$ cat src/inc/cmd_cable_pkg.sv
// Constants shared by the drive-side command cable controller
`default_nettype none
package cmd_cable_pkg;
    // ==================================================
    // Clock and timing
    localparam int CLK_PERIOD_PS = 4000;
    localparam int ACK_TIMEOUT_US = 500;
    localparam int ACK_TIMEOUT_CYC = (ACK_TIMEOUT_US * 1000000) / CLK_PERIOD_PS;
    localparam int PULSE_WIDTH_PS = 1250000;
    localparam int PULSE_CYC = PULSE_WIDTH_PS / CLK_PERIOD_PS;
    localparam int ADDR_SETUP_NS = 400;
    localparam int ADDR_SETUP_CYC = (ADDR_SETUP_NS * 1000 + CLK_PERIOD_PS - 1) / CLK_PERIOD_PS;
    // ==================================================
    // Format and codes
    localparam int SECTORS_PER_REV = 64;
    localparam logic [7:0] TIMEOUT_ERR_CODE = 8'h01;
    localparam logic [1:0] SHIFT_NOMINAL = 2'h0;
    localparam logic [1:0] SHIFT_EARLY = 2'h1;
    localparam logic [1:0] SHIFT_LATE = 2'h2;
    // ==================================================
    // Handshake states
    typedef enum logic [2:0] {
        HS_IDLE = 3'b000,
        HS_SETUP = 3'b001,
        HS_WAIT_ACK = 3'b010,
        HS_WAIT_DROP = 3'b011,
        HS_FAULT = 3'b100
    } hs_state_e;
endpackage : cmd_cable_pkg
`default_nettype wire

$ cat src/rtl/cmd_cable_ctrl.sv
// Drive-side command cable handshake, gates, strobes, index and sector pulses
`default_nettype none
module cmd_cable_ctrl
    import cmd_cable_pkg::*;
#(
    parameter int TIMEOUT_CYC = ACK_TIMEOUT_CYC,  // No-answer wait in cycles
    parameter int SECTOR_COUNT = SECTORS_PER_REV  // Sectors per track
) (
    input wire logic clk_in,                 // 250 MHz clock
    input wire logic nrst_in,                // Async reset, active low
    input wire logic ce_in,                  // Clock enable
    // Drive micro unit side
    input wire logic xfer_req_in,            // Request one byte transfer
    input wire logic xfer_to_drive_in,       // 1: adapter to drive
    input wire logic [2:0] xfer_addr_in,     // Byte address
    input wire logic [7:0] xfer_wdata_in,    // Byte for the adapter
    input wire logic cmd_done_in,            // Current command fully processed
    output logic xfer_busy_out,              // Transfer in progress
    output logic xfer_done_out,              // Transfer completed, one cycle
    output logic [7:0] xfer_rdata_out,       // Byte taken from adapter
    output logic cmd_exec_out,               // Execute processed command, pulse
    output logic cmd_drop_out,               // Discard unprocessed command, pulse
    output logic fault_out,                  // Timeout fault, sticky
    output logic [7:0] err_code_out,         // Microcomputer detected error code
    input wire logic fault_clr_in,           // Clear fault and code
    // Command cable pins
    output logic bus_ready_out,              // Bus ready to adapter
    input wire logic ack_in,                 // Acknowledge from adapter
    output logic dir_to_drive_out,           // Direction line
    output logic [2:0] addr_out,             // Address lines
    input wire logic [7:0] bus_in,           // Bus from adapter
    output logic [7:0] bus_out,              // Bus to adapter
    output logic bus_oe_n_out,               // Bus output enable, low drives
    input wire logic read_gate_in,           // Read gate
    input wire logic write_gate_in,          // Write gate
    input wire logic early_strobe_in,        // Early strobe
    input wire logic late_strobe_in,         // Late strobe
    output logic index_out,                  // Index pulse
    output logic sector_out,                 // Sector pulse
    // Read/write channel and servo
    input wire logic nrz_read_in,            // Recovered read data
    output logic read_data_out,              // Read data to data cable
    output logic read_data_en_out,           // Read data driver enable
    output logic sep_lock_start_out,         // Start separator lock, pulse
    output logic [1:0] strobe_shift_out,     // Separator sampling shift
    input wire logic write_data_in,          // Write data from data cable
    output logic write_data_out,             // Data to write head
    output logic write_en_out,               // Write current enable
    input wire logic servo_mark_in,          // Servo sector mark, pulse
    input wire logic head_change_in,         // Head change in progress
    input wire logic on_cylinder_in          // On-cylinder status
);
    localparam int SEC_W = $clog2(SECTOR_COUNT);
    localparam int TMO_W = $clog2(TIMEOUT_CYC + 1);
    localparam int PW_W = $clog2(PULSE_CYC + 1);
    localparam int SU_W = $clog2(ADDR_SETUP_CYC + 1);

    // ==================================================
    // Reset release
    logic [1:0] rst_sync_ff;
    logic rst_n;
    always_ff @(posedge clk_in or negedge nrst_in) begin
        if (!nrst_in) begin
            rst_sync_ff <= 2'h0;
        end else begin
            rst_sync_ff <= {rst_sync_ff[0], 1'b1};
        end
    end
    assign rst_n = rst_sync_ff[1];

    // ==================================================
    // Pin input synchronisers, accepted when stages two and three agree
    localparam int NSYNC = 6;
    logic [NSYNC-1:0] pin_raw;
    logic [NSYNC-1:0] s1_ff, s2_ff, s3_ff, clean_ff, nxt_clean;
    assign pin_raw = {ack_in, read_gate_in, write_gate_in, early_strobe_in, late_strobe_in,
                      servo_mark_in};
    genvar gi;
    generate
        for (gi = 0; gi < NSYNC; gi++) begin : g_sync
            always_comb begin
                nxt_clean[gi] = (s2_ff[gi] == s3_ff[gi]) ? s3_ff[gi] : clean_ff[gi];
            end
        end
    endgenerate
    always_ff @(posedge clk_in or negedge rst_n) begin
        if (!rst_n) begin
            s1_ff <= '0;
            s2_ff <= '0;
            s3_ff <= '0;
            clean_ff <= '0;
        end else if (ce_in) begin
            s1_ff <= pin_raw;
            s2_ff <= s1_ff;
            s3_ff <= s2_ff;
            clean_ff <= nxt_clean;
        end
    end
    logic ack_s, rg_s, wg_s, es_s, ls_s, mark_s;
    assign {ack_s, rg_s, wg_s, es_s, ls_s, mark_s} = clean_ff;

    // ==================================================
    // Four-phase handshake with no-answer timeout
    hs_state_e hs_ff, nxt_hs;
    logic [TMO_W-1:0] tmo_ff, nxt_tmo;
    logic [SU_W-1:0] su_ff, nxt_su;
    logic dir_ff, nxt_dir, fault_ff, nxt_fault, done_ff, nxt_done;
    logic exec_ff, nxt_exec, drop_ff, nxt_drop;
    logic [2:0] addr_ff, nxt_addr;
    logic [7:0] wbyte_ff, nxt_wbyte, rbyte_ff, nxt_rbyte, code_ff, nxt_code;

    // Direction and address are held through a dialogue so the adapter sees stable lines
    always_comb begin
        nxt_hs = hs_ff;
        nxt_tmo = tmo_ff;
        nxt_su = su_ff;
        nxt_dir = dir_ff;
        nxt_addr = addr_ff;
        nxt_wbyte = wbyte_ff;
        nxt_rbyte = rbyte_ff;
        nxt_done = 1'b0;
        nxt_exec = 1'b0;
        nxt_drop = 1'b0;
        nxt_fault = fault_ff;
        nxt_code = code_ff;
        if (fault_clr_in) begin
            nxt_fault = 1'b0;
            nxt_code = 8'h00;
        end
        unique case (hs_ff)
            HS_IDLE: begin
                if (xfer_req_in && !ack_s) begin
                    nxt_dir = xfer_to_drive_in;
                    nxt_addr = xfer_addr_in;
                    nxt_wbyte = xfer_wdata_in;
                    nxt_su = SU_W'(ADDR_SETUP_CYC);
                    nxt_hs = HS_SETUP;
                end
            end
            HS_SETUP: begin
                if (su_ff == '0) begin
                    nxt_tmo = TMO_W'(TIMEOUT_CYC);
                    nxt_hs = HS_WAIT_ACK;
                end else begin
                    nxt_su = su_ff - SU_W'(1);
                end
            end
            HS_WAIT_ACK: begin
                if (ack_s) begin
                    if (dir_ff) begin
                        nxt_rbyte = bus_in;
                    end
                    nxt_hs = HS_WAIT_DROP;
                end else if (tmo_ff == '0) begin
                    nxt_hs = HS_FAULT;
                end else begin
                    nxt_tmo = tmo_ff - TMO_W'(1);
                end
            end
            HS_WAIT_DROP: begin
                if (!ack_s) begin
                    nxt_done = 1'b1;
                    nxt_hs = HS_IDLE;
                end
            end
            HS_FAULT: begin
                nxt_fault = 1'b1;
                nxt_code = TIMEOUT_ERR_CODE;
                nxt_exec = cmd_done_in;
                nxt_drop = !cmd_done_in;
                nxt_hs = HS_IDLE;
            end
            default: begin
                nxt_hs = HS_IDLE;
            end
        endcase
    end

    // Handshake registers
    always_ff @(posedge clk_in or negedge rst_n) begin
        if (!rst_n) begin
            hs_ff <= HS_IDLE;
            tmo_ff <= '0;
            su_ff <= '0;
            dir_ff <= 1'b0;
            addr_ff <= 3'h0;
            wbyte_ff <= 8'h00;
            rbyte_ff <= 8'h00;
            done_ff <= 1'b0;
            exec_ff <= 1'b0;
            drop_ff <= 1'b0;
            fault_ff <= 1'b0;
            code_ff <= 8'h00;
        end else if (ce_in) begin
            hs_ff <= nxt_hs;
            tmo_ff <= nxt_tmo;
            su_ff <= nxt_su;
            dir_ff <= nxt_dir;
            addr_ff <= nxt_addr;
            wbyte_ff <= nxt_wbyte;
            rbyte_ff <= nxt_rbyte;
            done_ff <= nxt_done;
            exec_ff <= nxt_exec;
            drop_ff <= nxt_drop;
            fault_ff <= nxt_fault;
            code_ff <= nxt_code;
        end
    end

    assign bus_ready_out = (hs_ff == HS_WAIT_ACK);
    assign dir_to_drive_out = dir_ff;
    assign addr_out = addr_ff;
    assign bus_out = wbyte_ff;
    // Drive the bus only for drive-to-adapter dialogues, never while adapter may drive
    assign bus_oe_n_out = dir_ff || (hs_ff == HS_IDLE) || (hs_ff == HS_FAULT);
    assign xfer_busy_out = (hs_ff != HS_IDLE);
    assign xfer_done_out = done_ff;
    assign xfer_rdata_out = rbyte_ff;
    assign cmd_exec_out = exec_ff;
    assign cmd_drop_out = drop_ff;
    assign fault_out = fault_ff;
    assign err_code_out = code_ff;

    // ==================================================
    // Read/write gating and strobe shift
    logic rg_d_ff, lock_ff, nxt_lock, rd_ff, nxt_rd, rden_ff, nxt_rden;
    logic wd_ff, nxt_wd, wen_ff, nxt_wen;
    logic [1:0] shift_ff, nxt_shift;
    always_comb begin
        nxt_lock = rg_s && !rg_d_ff;
        nxt_rden = rg_s;
        nxt_rd = rg_s ? nrz_read_in : 1'b0;
        nxt_wen = wg_s;
        nxt_wd = wg_s ? write_data_in : 1'b0;
        nxt_shift = SHIFT_NOMINAL;
        if (rg_s && es_s && !ls_s) begin
            nxt_shift = SHIFT_EARLY;
        end else if (rg_s && ls_s && !es_s) begin
            nxt_shift = SHIFT_LATE;
        end
    end
    // Data paths registered; one cycle latency is small against NRZ bit time
    always_ff @(posedge clk_in or negedge rst_n) begin
        if (!rst_n) begin
            rg_d_ff <= 1'b0;
            lock_ff <= 1'b0;
            rd_ff <= 1'b0;
            rden_ff <= 1'b0;
            wd_ff <= 1'b0;
            wen_ff <= 1'b0;
            shift_ff <= SHIFT_NOMINAL;
        end else if (ce_in) begin
            rg_d_ff <= rg_s;
            lock_ff <= nxt_lock;
            rd_ff <= nxt_rd;
            rden_ff <= nxt_rden;
            wd_ff <= nxt_wd;
            wen_ff <= nxt_wen;
            shift_ff <= nxt_shift;
        end
    end
    assign sep_lock_start_out = lock_ff;
    assign read_data_out = rd_ff;
    assign read_data_en_out = rden_ff;
    assign write_data_out = wd_ff;
    assign write_en_out = wen_ff;
    assign strobe_shift_out = shift_ff;

    // ==================================================
    // Index and sector pulse generation from servo marks
    logic mark_d_ff;
    logic [SEC_W-1:0] sec_ff, nxt_sec;
    logic [PW_W-1:0] pw_ff, nxt_pw;
    logic is_index_ff, nxt_is_index;
    logic index_ff, nxt_index, sector_ff, nxt_sector;
    logic mark_rise;
    assign mark_rise = mark_s && !mark_d_ff;
    always_comb begin
        nxt_sec = sec_ff;
        nxt_pw = pw_ff;
        nxt_is_index = is_index_ff;
        if (pw_ff != '0) begin
            nxt_pw = pw_ff - PW_W'(1);
        end
        if (mark_rise) begin
            nxt_sec = (sec_ff == SEC_W'(SECTOR_COUNT - 1)) ? '0 : sec_ff + SEC_W'(1);
            // Marks during a head change give no pulse but still advance the sector count; a running pulse still completes
            if (!head_change_in && pw_ff == '0) begin
                nxt_pw = PW_W'(PULSE_CYC);
                nxt_is_index = (nxt_sec == '0);
            end
        end
        // Kind and width load on one edge; registering the pins keeps them free of glitches
        nxt_index = (nxt_pw != '0) && nxt_is_index;
        nxt_sector = (nxt_pw != '0) && !nxt_is_index;
    end
    always_ff @(posedge clk_in or negedge rst_n) begin
        if (!rst_n) begin
            mark_d_ff <= 1'b0;
            sec_ff <= '0;
            pw_ff <= '0;
            is_index_ff <= 1'b0;
            index_ff <= 1'b0;
            sector_ff <= 1'b0;
        end else if (ce_in) begin
            mark_d_ff <= mark_s;
            sec_ff <= nxt_sec;
            pw_ff <= nxt_pw;
            is_index_ff <= nxt_is_index;
            index_ff <= nxt_index;
            sector_ff <= nxt_sector;
        end
    end
    assign index_out = index_ff;
    assign sector_out = sector_ff;

endmodule : cmd_cable_ctrl
`default_nettype wire

$ cat config.mk
export PLATFORM = sky130hd
export DESIGN_NAME = cmd_cable_ctrl
export DESIGN_NICKNAME = d
export VERILOG_FILES = /design/src/inc/cmd_cable_pkg.sv /design/src/rtl/cmd_cable_ctrl.sv
export SDC_FILE = /design/constraint.sdc
export NUM_CORES = 1
export LEC_CHECK = 0
export BUFFER_PORTS_ARGS = -buffer_cell sky130_fd_sc_hd__buf_2
export CAP_MARGIN = 10
export CORE_MARGIN = 5
export CORE_UTILIZATION = 45
export CTS_CLUSTER_SIZE = 25
export DETAILED_ROUTE_END_ITERATION = 6
export PLACE_DENSITY = 0.67
export REMOVE_ABC_BUFFERS = 1
export SYNTH_ARGS = -nofsm -noshare
export SYNTH_HDL_FRONTEND = slang
export SYNTH_SLANG_ARGS = --single-unit
$ cat constraint.sdc
create_clock -name clk_in -period 3.9 [get_ports clk_in]
set_input_delay 0.585 -clock clk_in [delete_from_list [all_inputs] [get_ports clk_in]]
set_output_delay 0.585 -clock clk_in [all_outputs]
set_load 0.05 [all_outputs]
==> impl_metrics.json <==
{
  "period_needed_ps": 2540,
  "switching_power_w": 0.00180,
  "rsz0062_at_grt": "false",
  "synth_cell_types": 58,
  "vias_per_cell": 5.43,
  "hold_viol": 0,
  "crit_type": "reg -> reg",
  "post_drt_wl_per_cell_um": 14.4,
  "area_growth_pct": 13.6,
  "placement.io_buffers": 71,
  "cts_tree": "done",
  "crit_path_end_kind": "flip-flop",
  "post-dp-hpwl_um": 6920,
  "yosys_warnings": 0,
  "synth_edf_count": 0,
  "finClkSkew_ps": 10.7,
  "drtAntennaViolNets": 0,
  "setup_tns_ps": 0,
  "p_per_area_mw_per_mm2": 734,
  "fmax_ghz": 0.393,
  "die_x_um": 115,
  "drt_pass1_iterations": 4,
  "comb_power_share_pct": 40.3,
  "clock_power_share_pct": 17.1,
  "clkTransAtPathRegs_ps": 100,
  "ys_async_sr_fraction_pct": 100,
  "intPower_w": 0.00232,
  "syn_inst": 473,
  "numClockSinks": 103,
  "layout-drive-gt1-share_pct": 26.5,
  "hold_class": "reg -> reg",
  "cts_root_buf": "clkbuf_8",
  "leakage_nw": 2.48,
  "arrival_ps": 2780,
  "worst_ir_drop_vdd_mv": 0.478,
  "path_max_fanout": 6,
  "fin_hold_ws_ps": 363,
  "vias": 3717,
  "syn_avg_cell_area_um2": 10.5,
  "diodes": 0,
  "start_util_pct": 45.8,
  "min_period_over_period_pct": 65.2,
  "seq_area_mm2": 0.00258,
  "nNetsFinal": 580,
  "wl_um": 9830,
  "ys.flop_type": "dfrtp_1",
  "switching_share_pct": 43.7,
  "final_common_cell": "dfrtp_1",
  "first_global_vias": 3494,
  "drc": 0,
  "fillers": 960,
  "die_area_mm2": 0.0132,
  "status": "completed",
  "multi_input_area_mm2": 0.00217,
  "synth_area_mm2": 0.00494,
  "grt.total_usage_pct": 15.4,
  "finalSetupViolations": 0,
  "grt_pass1_wl_um": 16500,
  "start_kind": "flip-flop",
  "relSlewSlack_pct": 34.3,
  "grt-ovfl-total": 0,
  "clk_latency_ps": 360,
  "drt_iter0_markers": 138,
  "cts_buffers": 9,
  "r2r_slack_ps": 1360,
  "worst_slew_pin_slew_ps": 977,
  "cts_resized": 0,
  "cts.path.max_buffers": 2,
  "die_y_um": 115,
  "p_seq_share_pct": 42.6,
  "final_cell_mix": "dfrtp_1 (102), buf_2 (71), mux2_2 (42), nand2_1 (39), o21ai_0 (35)",
  "power.total_w": 0.00412,
  "fin_area_mm2": 0.00562,
  "ioPinCount": 80,
  "rows": 38,
  "synth_seq_cells": 103,
  "core_mm2": 0.0108,
  "cp.required_ps": 4140,
  "ys_seq_area_share_pct": 52.1,
  "final_max_slew_viol_count": 0,
  "cts_max_level": 3,
  "dpl_cell_area_mm2": 0.00539,
  "antenna_found_initial": 0,
  "drv_cap": 0,
  "grt_max_degree": 76,
  "gp_congestion": 0.841
}
[worst max-delay path: stages (launching register included)]
cell	delay, ps
dfrtp_1	430
nor4_1	840
nand3_1	370
o21ai_0	540
or4_1	190
a21oi_1	60
[area by class of cell]
type	instances	area share, %
Tap cell	140	3.12
Clock inverter	5	1.11
Sequential cell	103	46.0
Timing Repair Buffer	74	6.77
Multi-Input combinational cell	325	38.6
Clock buffer	11	2.70
Inverter	26	1.74
[registers in the layout (all words and copies together), names as in the netlist, 3 cells and up]
register	flops
bus_out	8
hs_ff	3
pw_ff	9
tmo_ff	17
sec_ff	6
su_ff	7
addr_out	3
s2_ff	6
s1_ff	6
clean_ff	6
s3_ff	6
xfer_rdata_out	8
[per-stage QoR]
stage	instances	util, %	setup slack, ps
global placement	667	50.0	1310
finish	684	52.0	1360
global route	684	52.0	1060
detailed placement	667	50.0	1300
CTS	684	52.0	1310
floorplan	454	-	818
[cells in the mapped netlist, types with 2 or more instances]
library cell	count	area, µm²
o21ai_0	35	175
nand3b_1	5	37.5
conb_1	2	7.51
a31oi_1	2	12.5
nand4_1	5	31.3
nor4_1	7	43.8
mux2i_1	3	30.0
nor2b_1	2	12.5
xor2_1	4	35.0
mux2_2	42	473
clkbuf_1	15	56.3
nand2_1	39	146
nor3b_1	3	22.5
and2_1	2	12.5
o21a_1	5	37.5
or4_1	7	52.6
nand4b_1	3	26.3
nand2b_1	6	37.5
and4_1	2	17.5
dfrtp_1	103	2580
o311ai_0	2	17.5
or2_2	4	25.0
o22ai_1	4	25.0
o31ai_1	9	67.6
nor2_1	24	90.1
ha_1	5	62.6
buf_4	8	60.1
nor3_1	13	65.1
or3_1	10	62.6
a21oi_1	23	115
a21o_1	4	30.0
o211ai_1	3	22.5
o41ai_1	2	17.5
nand3_1	16	80.1
inv_1	26	97.6
xnor2_1	6	52.6
[kinds of logic (layout without fill, tap and decap cells)]
logic type | Yosys count | after routing | share of synthesized area, %
AOI/OAI and AO/OA | 99 | 99 | 12.6
xor gates and xnor gates | 10 | 10 | 1.77
adders and majority gates | 5 | 5 | 1.27
buffers and inverters | 51 | 116 | 4.50
DFF | 103 | 103 | 52.1
muxes | 45 | 45 | 10.2
other | 2 | 8 | 0.152
and+or+nand+nor | 158 | 158 | 17.4
[power by group through the flow]
stage / Combinational (W) / Clock (W) / Sequential, W
after floorplan: 0.000845 / 0 / 0.00218
after global placement: 0.00164 / 0 / 0.00175
after detailed placement: 0.00167 / 0 / 0.00177
after CTS: 0.00168 / 0.000728 / 0.00176
final: 0.00166 / 0.000703 / 0.00176
after global routing: 0.00180 / 0.000772 / 0.00182
[routing by layer]
metal	GRT usage (%)	share of wire, %	vias to the layer above
met3	2.42	3.5	17
met4	7.59	2.4	0
met1	21.5	46	1821
met2	23.6	48	67
li1	-	-	1812
met5	0	0	-
[path summary, 6_finish.rpt]
path,start,to,depth (start not counted)
max,tmo_ff[3],tmo_ff[9],5
min,rst_sync_ff[0],rst_sync_ff[1],0
max reg2reg,tmo_ff[3],tmo_ff[9],5
min reg2reg,rst_sync_ff[0],rst_sync_ff[1],0
max in group asynchronous,rst_sync_ff[1],su_ff[6],1
min in group asynchronous,rst_sync_ff[1],xfer_rdata_out[5],0
[repair_timing]
action / CTS / global route
hold endpoints to repair: 2 / 0
buffers inserted: 0 / 0
hold buffers: 1 / 0
(Power assumes the default switching activity.)
